### src/common/drpm_map.svh
// Purpose: Constants of the DRAM rank power manager
// Assumes: System clock of 100 MHz
// Notes:   Definitions only
`ifndef DRPM_MAP_SVH
`define DRPM_MAP_SVH

// ==========================================================
// Sizes
`define DRPM_RANKS 2
`define DRPM_CA_W 13
`define DRPM_CNT_W 16
`define DRPM_CST_W 4

// ==========================================================
// Power-down configuration encodings
`define DRPM_PD_NONE 2'h0
`define DRPM_PD_ACTIVE 2'h1
`define DRPM_PD_PRECHARGE 2'h2

// ==========================================================
// Package state thresholds and reset values
`define DRPM_CST_C3 4'h3
`define DRPM_THRESH_RST 16'h0040
`define DRPM_CA_IDLE 13'h1fff

// ==========================================================
// Timing: power-down exit latency in ns and its cycle count
`define DRPM_SYS_MHZ 100
`define DRPM_EXIT_NS 8
`define DRPM_EXIT_CYC ((`DRPM_EXIT_NS * `DRPM_SYS_MHZ + 999) / 1000)

`endif

### src/common/drpm_pkg.sv
// Purpose: Types of the DRAM rank power manager
// Assumes: Constants come from drpm_map.svh
// Notes:   Types only
`include "drpm_map.svh"

package drpm_pkg;

   // Per-rank power state
   typedef enum logic [2:0] {
      RANK_ACTIVE,
      RANK_CLOSE,
      RANK_PD,
      RANK_EXIT,
      RANK_SR
   } drpm_rank_state_type;

   // Command handed in by the scheduler
   typedef struct packed {
      logic rank;
      logic [`DRPM_CA_W-1:0] ca;
   } drpm_cmd_type;

   // Pins of all ranks seen at the DRAM side
   typedef struct packed {
      logic [`DRPM_RANKS-1:0] cke;
      logic [`DRPM_RANKS-1:0] cs_n;
      logic [`DRPM_RANKS-1:0] cs_oe;
      logic [`DRPM_RANKS-1:0] ck_oe;
   } drpm_pins_type;

endpackage

### src/logic/drpm_top.sv
// Purpose: Per-rank power management of one DDR5 channel (two ranks)
// Assumes: Scheduler, refresh timer and power controller are on i_clk_sys
// Notes:   The DRAM clock is sampled as a pin; idle counts run on its rising edges
`timescale 1ns/100ps

module drpm_top
   import drpm_pkg::*;
(
   input wire logic i_clk_sys,
   input wire logic i_sys_rst,
   input wire logic i_clk_en,
   input wire logic i_dram_clk,
   input wire logic [1:0] i_powerdown_config_setting,
   input wire logic [`DRPM_CNT_W-1:0] i_idle_thresh,
   input wire logic i_idle_thresh_wr,
   input wire logic i_reg_lock,
   input wire logic [`DRPM_RANKS-1:0] i_rank_unused,
   input wire logic i_cs_tristate_en,
   input wire logic [`DRPM_CST_W-1:0] i_pkg_cstate,
   input wire logic i_suspend_req,
   input wire logic i_flush_done,
   input wire logic [`DRPM_RANKS-1:0] i_gfx_rank,
   input wire logic i_io_supply_gating,
   input wire logic [`DRPM_RANKS-1:0] i_pending,
   input wire logic [`DRPM_RANKS-1:0] i_banks_precharged,
   input wire logic i_refresh_req,
   input wire logic i_refresh_done,
   input wire logic i_req_valid,
   input wire drpm_cmd_type i_req,
   output logic o_req_ready,
   output logic o_refresh_grant,
   output logic [`DRPM_RANKS-1:0] o_precharge_all,
   output logic o_flush_req,
   output logic o_train_reload,
   output drpm_pins_type o_pins,
   output logic [`DRPM_RANKS-1:0] o_ck_p,
   output logic [`DRPM_RANKS-1:0] o_ck_n,
   output logic [`DRPM_CA_W-1:0] o_ca,
   output logic [`DRPM_RANKS-1:0] o_rx_en,
   output drpm_rank_state_type o_rank_state [`DRPM_RANKS]
);

   // ==========================================================
   // Helper functions
   // Deep package state test, shared by self-refresh entry and exit
   function automatic logic deep_idle(input logic [`DRPM_CST_W-1:0] cst);
      deep_idle = (cst >= `DRPM_CST_C3);
   endfunction

   // A rank is usable when present or when tristating has not been allowed
   function automatic logic rank_live(input logic unused, input logic tri_en);
      rank_live = !(unused && tri_en);
   endfunction

   localparam logic [7:0] EXIT_CYC = 8'(`DRPM_EXIT_CYC);

   // ==========================================================
   // DRAM clock sampling and edge detection
   logic dram_clock_cycle_s1_r;
   logic dram_clock_cycle_s2_r;
   logic dram_clock_cycle_s3_r;
   logic dram_clock_cycle_rise;

   // Two stages before any logic looks at the pin
   always_ff @(posedge i_clk_sys) begin
      if (i_sys_rst) begin
         dram_clock_cycle_s1_r <= 1'b0;
         dram_clock_cycle_s2_r <= 1'b0;
         dram_clock_cycle_s3_r <= 1'b0;
      end else if (i_clk_en) begin
         dram_clock_cycle_s1_r <= i_dram_clk;
         dram_clock_cycle_s2_r <= dram_clock_cycle_s1_r;
         dram_clock_cycle_s3_r <= dram_clock_cycle_s2_r;
      end
   end

   assign dram_clock_cycle_rise = dram_clock_cycle_s2_r && !dram_clock_cycle_s3_r;

   // ==========================================================
   // Idle threshold setting
   logic [`DRPM_CNT_W-1:0] thresh_r;

   // Locked writes are dropped silently; software cannot see the refusal
   always_ff @(posedge i_clk_sys) begin
      if (i_sys_rst) begin
         thresh_r <= `DRPM_THRESH_RST;
      end else if (i_clk_en && i_idle_thresh_wr && !i_reg_lock) begin
         thresh_r <= i_idle_thresh;
      end
   end

   // ==========================================================
   // Self-refresh sequencing (channel wide)
   typedef enum logic [1:0] {
      SR_RUN,
      SR_FLUSH,
      SR_IN
   } drpm_sr_type;

   drpm_sr_type sr_r;
   logic sr_want;
   logic sr_enter;
   logic sr_leave;

   // Deep idle with an empty queue, or a suspend request, asks for it
   assign sr_want = i_suspend_req ||
                    (deep_idle(i_pkg_cstate) && (i_pending == '0) && !i_req_valid);
   assign sr_enter = (sr_r == SR_FLUSH) && i_flush_done;
   assign sr_leave = (sr_r == SR_IN) && !sr_want;

   // Flush must finish before any rank drops into self-refresh
   always_ff @(posedge i_clk_sys) begin
      if (i_sys_rst) begin
         sr_r <= SR_RUN;
      end else if (i_clk_en) begin
         case (sr_r)
            SR_RUN: begin
               if (sr_want && !i_refresh_req) begin
                  sr_r <= SR_FLUSH;
               end
            end
            SR_FLUSH: begin
               if (!sr_want) begin
                  sr_r <= SR_RUN;
               end else if (i_flush_done) begin
                  sr_r <= SR_IN;
               end
            end
            SR_IN: begin
               if (!sr_want) begin
                  sr_r <= SR_RUN;
               end
            end
            default: begin
               sr_r <= SR_RUN;
            end
         endcase
      end
   end

   assign o_flush_req = (sr_r == SR_FLUSH);

   // Stored training results are reloaded instead of retraining
   always_ff @(posedge i_clk_sys) begin
      if (i_sys_rst) begin
         o_train_reload <= 1'b0;
      end else if (i_clk_en) begin
         o_train_reload <= sr_leave;
      end
   end

   // ==========================================================
   // Refresh window
   logic ref_busy_r;
   logic all_awake;
   logic [`DRPM_RANKS-1:0] awake;

   // Held from grant until the refresh timer reports completion
   always_ff @(posedge i_clk_sys) begin
      if (i_sys_rst) begin
         ref_busy_r <= 1'b0;
      end else if (i_clk_en) begin
         if (i_refresh_done) begin
            ref_busy_r <= 1'b0;
         end else if (i_refresh_req && all_awake && (sr_r == SR_RUN)) begin
            ref_busy_r <= 1'b1;
         end
      end
   end

   assign all_awake = (awake == '1);
   assign o_refresh_grant = ref_busy_r;

   // ==========================================================
   // Per-rank idle counters and power states
   drpm_rank_state_type st_r [`DRPM_RANKS];
   logic [`DRPM_CNT_W-1:0] idle_r [`DRPM_RANKS];
   logic [7:0] exit_r [`DRPM_RANKS];
   logic [`DRPM_RANKS-1:0] repd_r;
   logic [`DRPM_RANKS-1:0] cke_r;
   logic [`DRPM_RANKS-1:0] new_work;
   logic [`DRPM_RANKS-1:0] expired;
   logic pd_on;

   assign pd_on = (i_powerdown_config_setting != `DRPM_PD_NONE);
   for (genvar g = 0; g < `DRPM_RANKS; g++) begin : g_rank
      // New queue entries or a waiting request count as activity
      assign new_work[g] = i_pending[g] || (i_req_valid && (i_req.rank == 1'(g)));
      assign expired[g] = (idle_r[g] >= thresh_r);
      assign awake[g] = (st_r[g] == RANK_ACTIVE) || !rank_live(i_rank_unused[g],
                        i_cs_tristate_en);

      // Counts rising DRAM clock edges of inactivity, saturating at its top
      always_ff @(posedge i_clk_sys) begin
         if (i_sys_rst) begin
            idle_r[g] <= '0;
         end else if (i_clk_en) begin
            if (new_work[g] || st_r[g] != RANK_ACTIVE) begin
               idle_r[g] <= '0;
            end else if (dram_clock_cycle_rise && idle_r[g] != '1) begin
               idle_r[g] <= idle_r[g] + 1'b1;
            end
         end
      end

      // Remembers ranks that were down when a refresh woke them
      always_ff @(posedge i_clk_sys) begin
         if (i_sys_rst) begin
            repd_r[g] <= 1'b0;
         end else if (i_clk_en) begin
            if (i_refresh_req && st_r[g] == RANK_PD) begin
               repd_r[g] <= 1'b1;
            end else if (i_refresh_done) begin
               repd_r[g] <= 1'b0;
            end
         end
      end

      // Rank power state machine
      always_ff @(posedge i_clk_sys) begin
         if (i_sys_rst) begin
            st_r[g] <= RANK_ACTIVE;
            exit_r[g] <= '0;
         end else if (i_clk_en) begin
            case (st_r[g])
               RANK_ACTIVE: begin
                  if (sr_enter && !i_gfx_rank[g]) begin
                     st_r[g] <= RANK_SR;
                  end else if (pd_on && i_refresh_done && repd_r[g] && !new_work[g]) begin
                     st_r[g] <= RANK_PD;
                  end else if (pd_on && expired[g] && !new_work[g] &&
                               !i_refresh_req && !ref_busy_r) begin
                     if (i_powerdown_config_setting == `DRPM_PD_PRECHARGE) begin
                        st_r[g] <= RANK_CLOSE;
                     end else begin
                        st_r[g] <= RANK_PD;
                     end
                  end
               end
               RANK_CLOSE: begin
                  if (new_work[g] || i_refresh_req) begin
                     st_r[g] <= RANK_ACTIVE;
                  end else if (i_banks_precharged[g]) begin
                     st_r[g] <= RANK_PD;
                  end
               end
               RANK_PD: begin
                  if (new_work[g] || i_refresh_req || sr_enter) begin
                     st_r[g] <= RANK_EXIT;
                     exit_r[g] <= EXIT_CYC;
                  end
               end
               RANK_EXIT: begin
                  if (exit_r[g] <= 8'h01) begin
                     st_r[g] <= RANK_ACTIVE;
                  end else begin
                     exit_r[g] <= exit_r[g] - 1'b1;
                  end
               end
               RANK_SR: begin
                  if (sr_leave) begin
                     st_r[g] <= RANK_EXIT;
                     exit_r[g] <= EXIT_CYC;
                  end
               end
               default: begin
                  st_r[g] <= RANK_ACTIVE;
               end
            endcase
         end
      end

      // Clock-enable is frozen while the I/O supply is gated
      always_ff @(posedge i_clk_sys) begin
         if (i_sys_rst) begin
            cke_r[g] <= 1'b1;
         end else if (i_clk_en && !i_io_supply_gating) begin
            cke_r[g] <= (st_r[g] == RANK_ACTIVE) || (st_r[g] == RANK_CLOSE) ||
                        (st_r[g] == RANK_EXIT);
         end
      end

      // Close-all-pages request while waiting for the banks
      assign o_precharge_all[g] = (st_r[g] == RANK_CLOSE);
      assign o_rank_state[g] = st_r[g];
   end

   // ==========================================================
   // Command issue
   logic [`DRPM_RANKS-1:0] cs_n_r;
   logic [`DRPM_CA_W-1:0] ca_r;
   logic issue;

   // Only an awake rank outside refresh and self-refresh takes a command
   assign o_req_ready = (st_r[i_req.rank] == RANK_ACTIVE) && !ref_busy_r &&
                        !i_refresh_req && (sr_r == SR_RUN);
   assign issue = i_req_valid && o_req_ready;

   // Chip-select low for one cycle on the addressed rank
   always_ff @(posedge i_clk_sys) begin
      if (i_sys_rst) begin
         cs_n_r <= '1;
         ca_r <= `DRPM_CA_IDLE;
      end else if (i_clk_en) begin
         cs_n_r <= '1;
         if (issue) begin
            cs_n_r[i_req.rank] <= 1'b0;
            ca_r <= i_req.ca;
         end
      end
   end

   assign o_ca = ca_r;

   // ==========================================================
   // Per-rank pin drivers
   logic [`DRPM_RANKS-1:0] live;
   logic [`DRPM_RANKS-1:0] ck_r;

   // Forwarded rank clock, parked low when the rank is not driven
   always_ff @(posedge i_clk_sys) begin
      if (i_sys_rst) begin
         ck_r <= '0;
      end else if (i_clk_en) begin
         ck_r <= {`DRPM_RANKS{dram_clock_cycle_s2_r}} & live;
      end
   end

   // Unused ranks only float once software allows it, even while in reset
   always_comb begin
      for (int r = 0; r < `DRPM_RANKS; r++) begin
         live[r] = rank_live(i_rank_unused[r], i_cs_tristate_en);
      end
   end

   assign o_ck_p = ck_r;
   assign o_ck_n = ~ck_r & live;
   assign o_rx_en = live;
   assign o_pins.cke = cke_r;
   assign o_pins.cs_n = cs_n_r;
   assign o_pins.cs_oe = live;
   assign o_pins.ck_oe = live;

endmodule // drpm_top

### config.mk
export PLATFORM = sky130hd
export DESIGN_NAME = drpm_top
export DESIGN_NICKNAME = d
export VERILOG_FILES = /design/src/common/drpm_pkg.sv /design/src/logic/drpm_top.sv
export VERILOG_INCLUDE_DIRS = /design/src /design/src/common
export SDC_FILE = /design/constraint.sdc
export NUM_CORES = 1
export LEC_CHECK = 0
export ABC_AREA = 0
export BUFFER_PORTS_ARGS = -buffer_cell sky130_fd_sc_hd__buf_2
export CAP_MARGIN = 15
export CORE_AREA = 2 2 103 105
export DETAILED_ROUTE_END_ITERATION = 6
export DIE_AREA = 0 0 105 107
export PLACE_DENSITY = 0.79
export SYNTH_ARGS = -nofsm -noshare
export SYNTH_HDL_FRONTEND = slang
export SYNTH_SLANG_ARGS = --single-unit
### constraint.sdc
create_clock -name i_clk_sys -period 3.6 [get_ports i_clk_sys]
set_input_delay 0.54 -clock i_clk_sys [delete_from_list [all_inputs] [get_ports i_clk_sys]]
set_output_delay 0.54 -clock i_clk_sys [all_outputs]
set_load 0.005 [all_outputs]
==> results.cfg <==
[status]
outcome = finished clean

[routing]
initialDrtViolationCount = 321
drc_errors = 0
via_per_inst = 5.75
wl_um = 13200
wire_per_inst_um = 15.8
dr.pass1.iters = 5
num_vias = 4809
ant_nets = 0

[synth]
yosysMostFrequentCell = nand2_1
synth_edf_count = 54
synth_cell_type_count = 65
synthFlopType = edfxtp_1
synth_commonest_cells = 79 x nand2_1, 77 x nor2_1, 54 x edfxtp_1
synthTopCellsByArea = edfxtp_1 29%, dfxtp_1 16%, ha_1 8.4%, nand2_1 5.3%, nor2_1 5.1%
ys.warnings.count = 0
netlist.area_leader.share_pct = 28.7
ys_seq_area_share_pct = 44.3
yosysTopAreaCell = edfxtp_1
synth.cell_area_mm2 = 0.00565
synthCells = 606
ys_async_sr_fraction_pct = 0
synth_nets = 701
syn_avg_cell_area_um2 = 9.32
ys_seq_elements = 98

[cells_and_area]
nets = 790
antennaDiodeCount = 0
finalInstanceArea_mm2 = 0.00644
drive_gt1_share_pct = 18.4
syn2layout_area_growth_pct = 14.0

[cts]
post_cts_resized = 0
clk-insertion-delay-late_ns = 0.39
htreeDepth = 3
cts_sinks = 98
clock-root-buffer = clkbuf_8
clk_path_buf_depth = 2
clkTransAtPathRegs_ns = 0.10
cts_tree = done
cts-buffers-inserted = 9
post-cts-setup-buffers = 0
cts-hold-fix-buffers = 0

[timing]
max_slew.worst_pin.slew_ns = 0.875
maxSlewViolCount = 0
setup-tns-final_ns = 0
period_share_pct = 76.1
finalHoldViolations = 0
rsz0062_at_grt = no
slew_headroom_pct = 41.5
fin_worst_skew_ns = 0.00952
setup_viol = 0
max_freq_mhz = 365
fin_crit_ns = 2.74
whs_ns = 0.352

[pwr]
p_per_area_mw_per_mm2 = 367
power_mw = 2.36
irDropWorstVdd_uv = 214
p_leak_nw = 2.52

[global_routing]
antenna_found_initial = 0
grt_max_degree = 37
grt_pass1_wl_um = 21900
grt_overflow = 0
grt_pass1_vias = 4692
grt_use_total_pct = 24.5

[placement]
dpl_cell_area_mm2 = 0.00623
dp_hpwl_um = 10100
place_congestion = 0.887
port_buffers = 95

[worst_setup_path]
cpPeakStageDelay_ns = 0.55
crit_arrival_ns = 2.73
cp.buffers_inverters = 0
critPathKind = reg -> reg
cp_cell_sequence = ha_1 -> nand3_1 -> nor4_1 -> a41o_1 -> nand2_1
critPathRequiredTime_ns = 3.60
cp-end-kind = register
crit_family = simple AND/OR/NAND/NOR gates
crit_slowest_cell = a41o_1
cp_max_fo = 16
start_kind = register

[die]
core_mm2 = 0.0101
die_area_mm2 = 0.0112
die_y_um = 107
fp.dieW_um = 105
start_util_pct = 55.9
io_pins = 96
std_cell_rows = 37

[worst_hold_path]
hold_class = in -> reg

[flow_run]
maxCapViolations = 0
## path summary, 6_finish.rpt
| check | end | from | depth (start not counted) | slack, ns |
|---|---|---|---|---|
| max | idle_r[0][4] | idle_r[0][0] | 5 | 0.86 |
| min | o_ca[6] | i_req[6] | 3 | 0.35 |
| max reg2reg | idle_r[0][4] | idle_r[0][0] | 5 | 0.86 |
| min reg2reg | thresh_r[12] | thresh_r[12] | 2 | 0.46 |
## through the flow
stage          worst slack (ns)  utilization, %  instances
3_3_place_gp              0.881            61.7        820
4_1_cts                   0.849            63.8        836
3_5_place_dp              0.782            61.7        820
6_report                  0.861            63.8        836
2_1_floorplan             0.933               -        606
5_1_grt                   0.612            63.8        836
## metal layers
layer	GRT usage (%)	up-vias	share of wire, %
li1	-	2351	-
met1	32.1	2237	45
met2	39.6	195	46
met3	4.07	26	6.3
met4	11.7	0	2.7
met5	0	-	0
## layout make-up
type / count / area (µm²)
clock buffer: 9 / 124
clock inverter: 7 / 82.6
inverter: 31 / 116
fill: 880 / 3660
timing repair buffer: 101 / 520
tap: 136 / 170
sequential: 98 / 2500
multi-input combinational: 454 / 2920
## state kept, by name (all words and copies together), names as in the netlist, 2 cells and up
register / count
cs_n_r: 2
exit_r: 16
thresh_r: 16
o_pins: 2
idle_r: 32
repd_r: 2
sr_r: 2
o_ck_p: 2
o_ca: 13
st_r: 6
## layout by cell type (no fill, tap or decap), drive strengths merged, types with 5 or more instances in the layout
master,netlist,final
nand2,79,79
clkbuf,14,9
nand3,18,18
nor3,14,14
dfxtp,44,44
nor4,9,9
nand4,10,10
a21oi,42,42
xnor2,27,27
o211ai,6,6
nand2b,5,5
nor2,77,77
nor2b,8,8
xor2,13,13
mux2i,16,16
edfxtp,54,54
ha,38,38
buf,9,101
nor3b,8,8
o21ai,11,11
inv,30,33
## kinds of logic (layout without fill, tap and decap cells)
| family | after synthesis | in the layout | synth area share, % |
|---|---|---|---|
| compound gates | 102 | 102 | 12.4 |
| xor+xnor | 40 | 40 | 6.21 |
| fa+ha+maj | 38 | 38 | 8.42 |
| buf+inv | 54 | 148 | 3.94 |
| flops | 98 | 98 | 44.3 |
| mux | 16 | 16 | 2.84 |
| simple gates | 258 | 258 | 21.9 |
## worst register-to-register path, delay by kind of cell, from the launching register on
family | cells | cell delay, ns
simple gates | 3 | 1.19
fa+ha+maj | 1 | 0.20
compound gates | 1 | 0.55
flops | 1 | 0.40
## report_power, final
| group | switching (mW) | internal [mW] | total [mW] |
|---|---|---|---|
| logic | 0.177 | 0.140 | 0.317 |
| clock network | 0.421 | 0.332 | 0.753 |
| registers | 0.0609 | 1.23 | 1.29 |
Note: power is estimated with default switching activity, not from simulation.
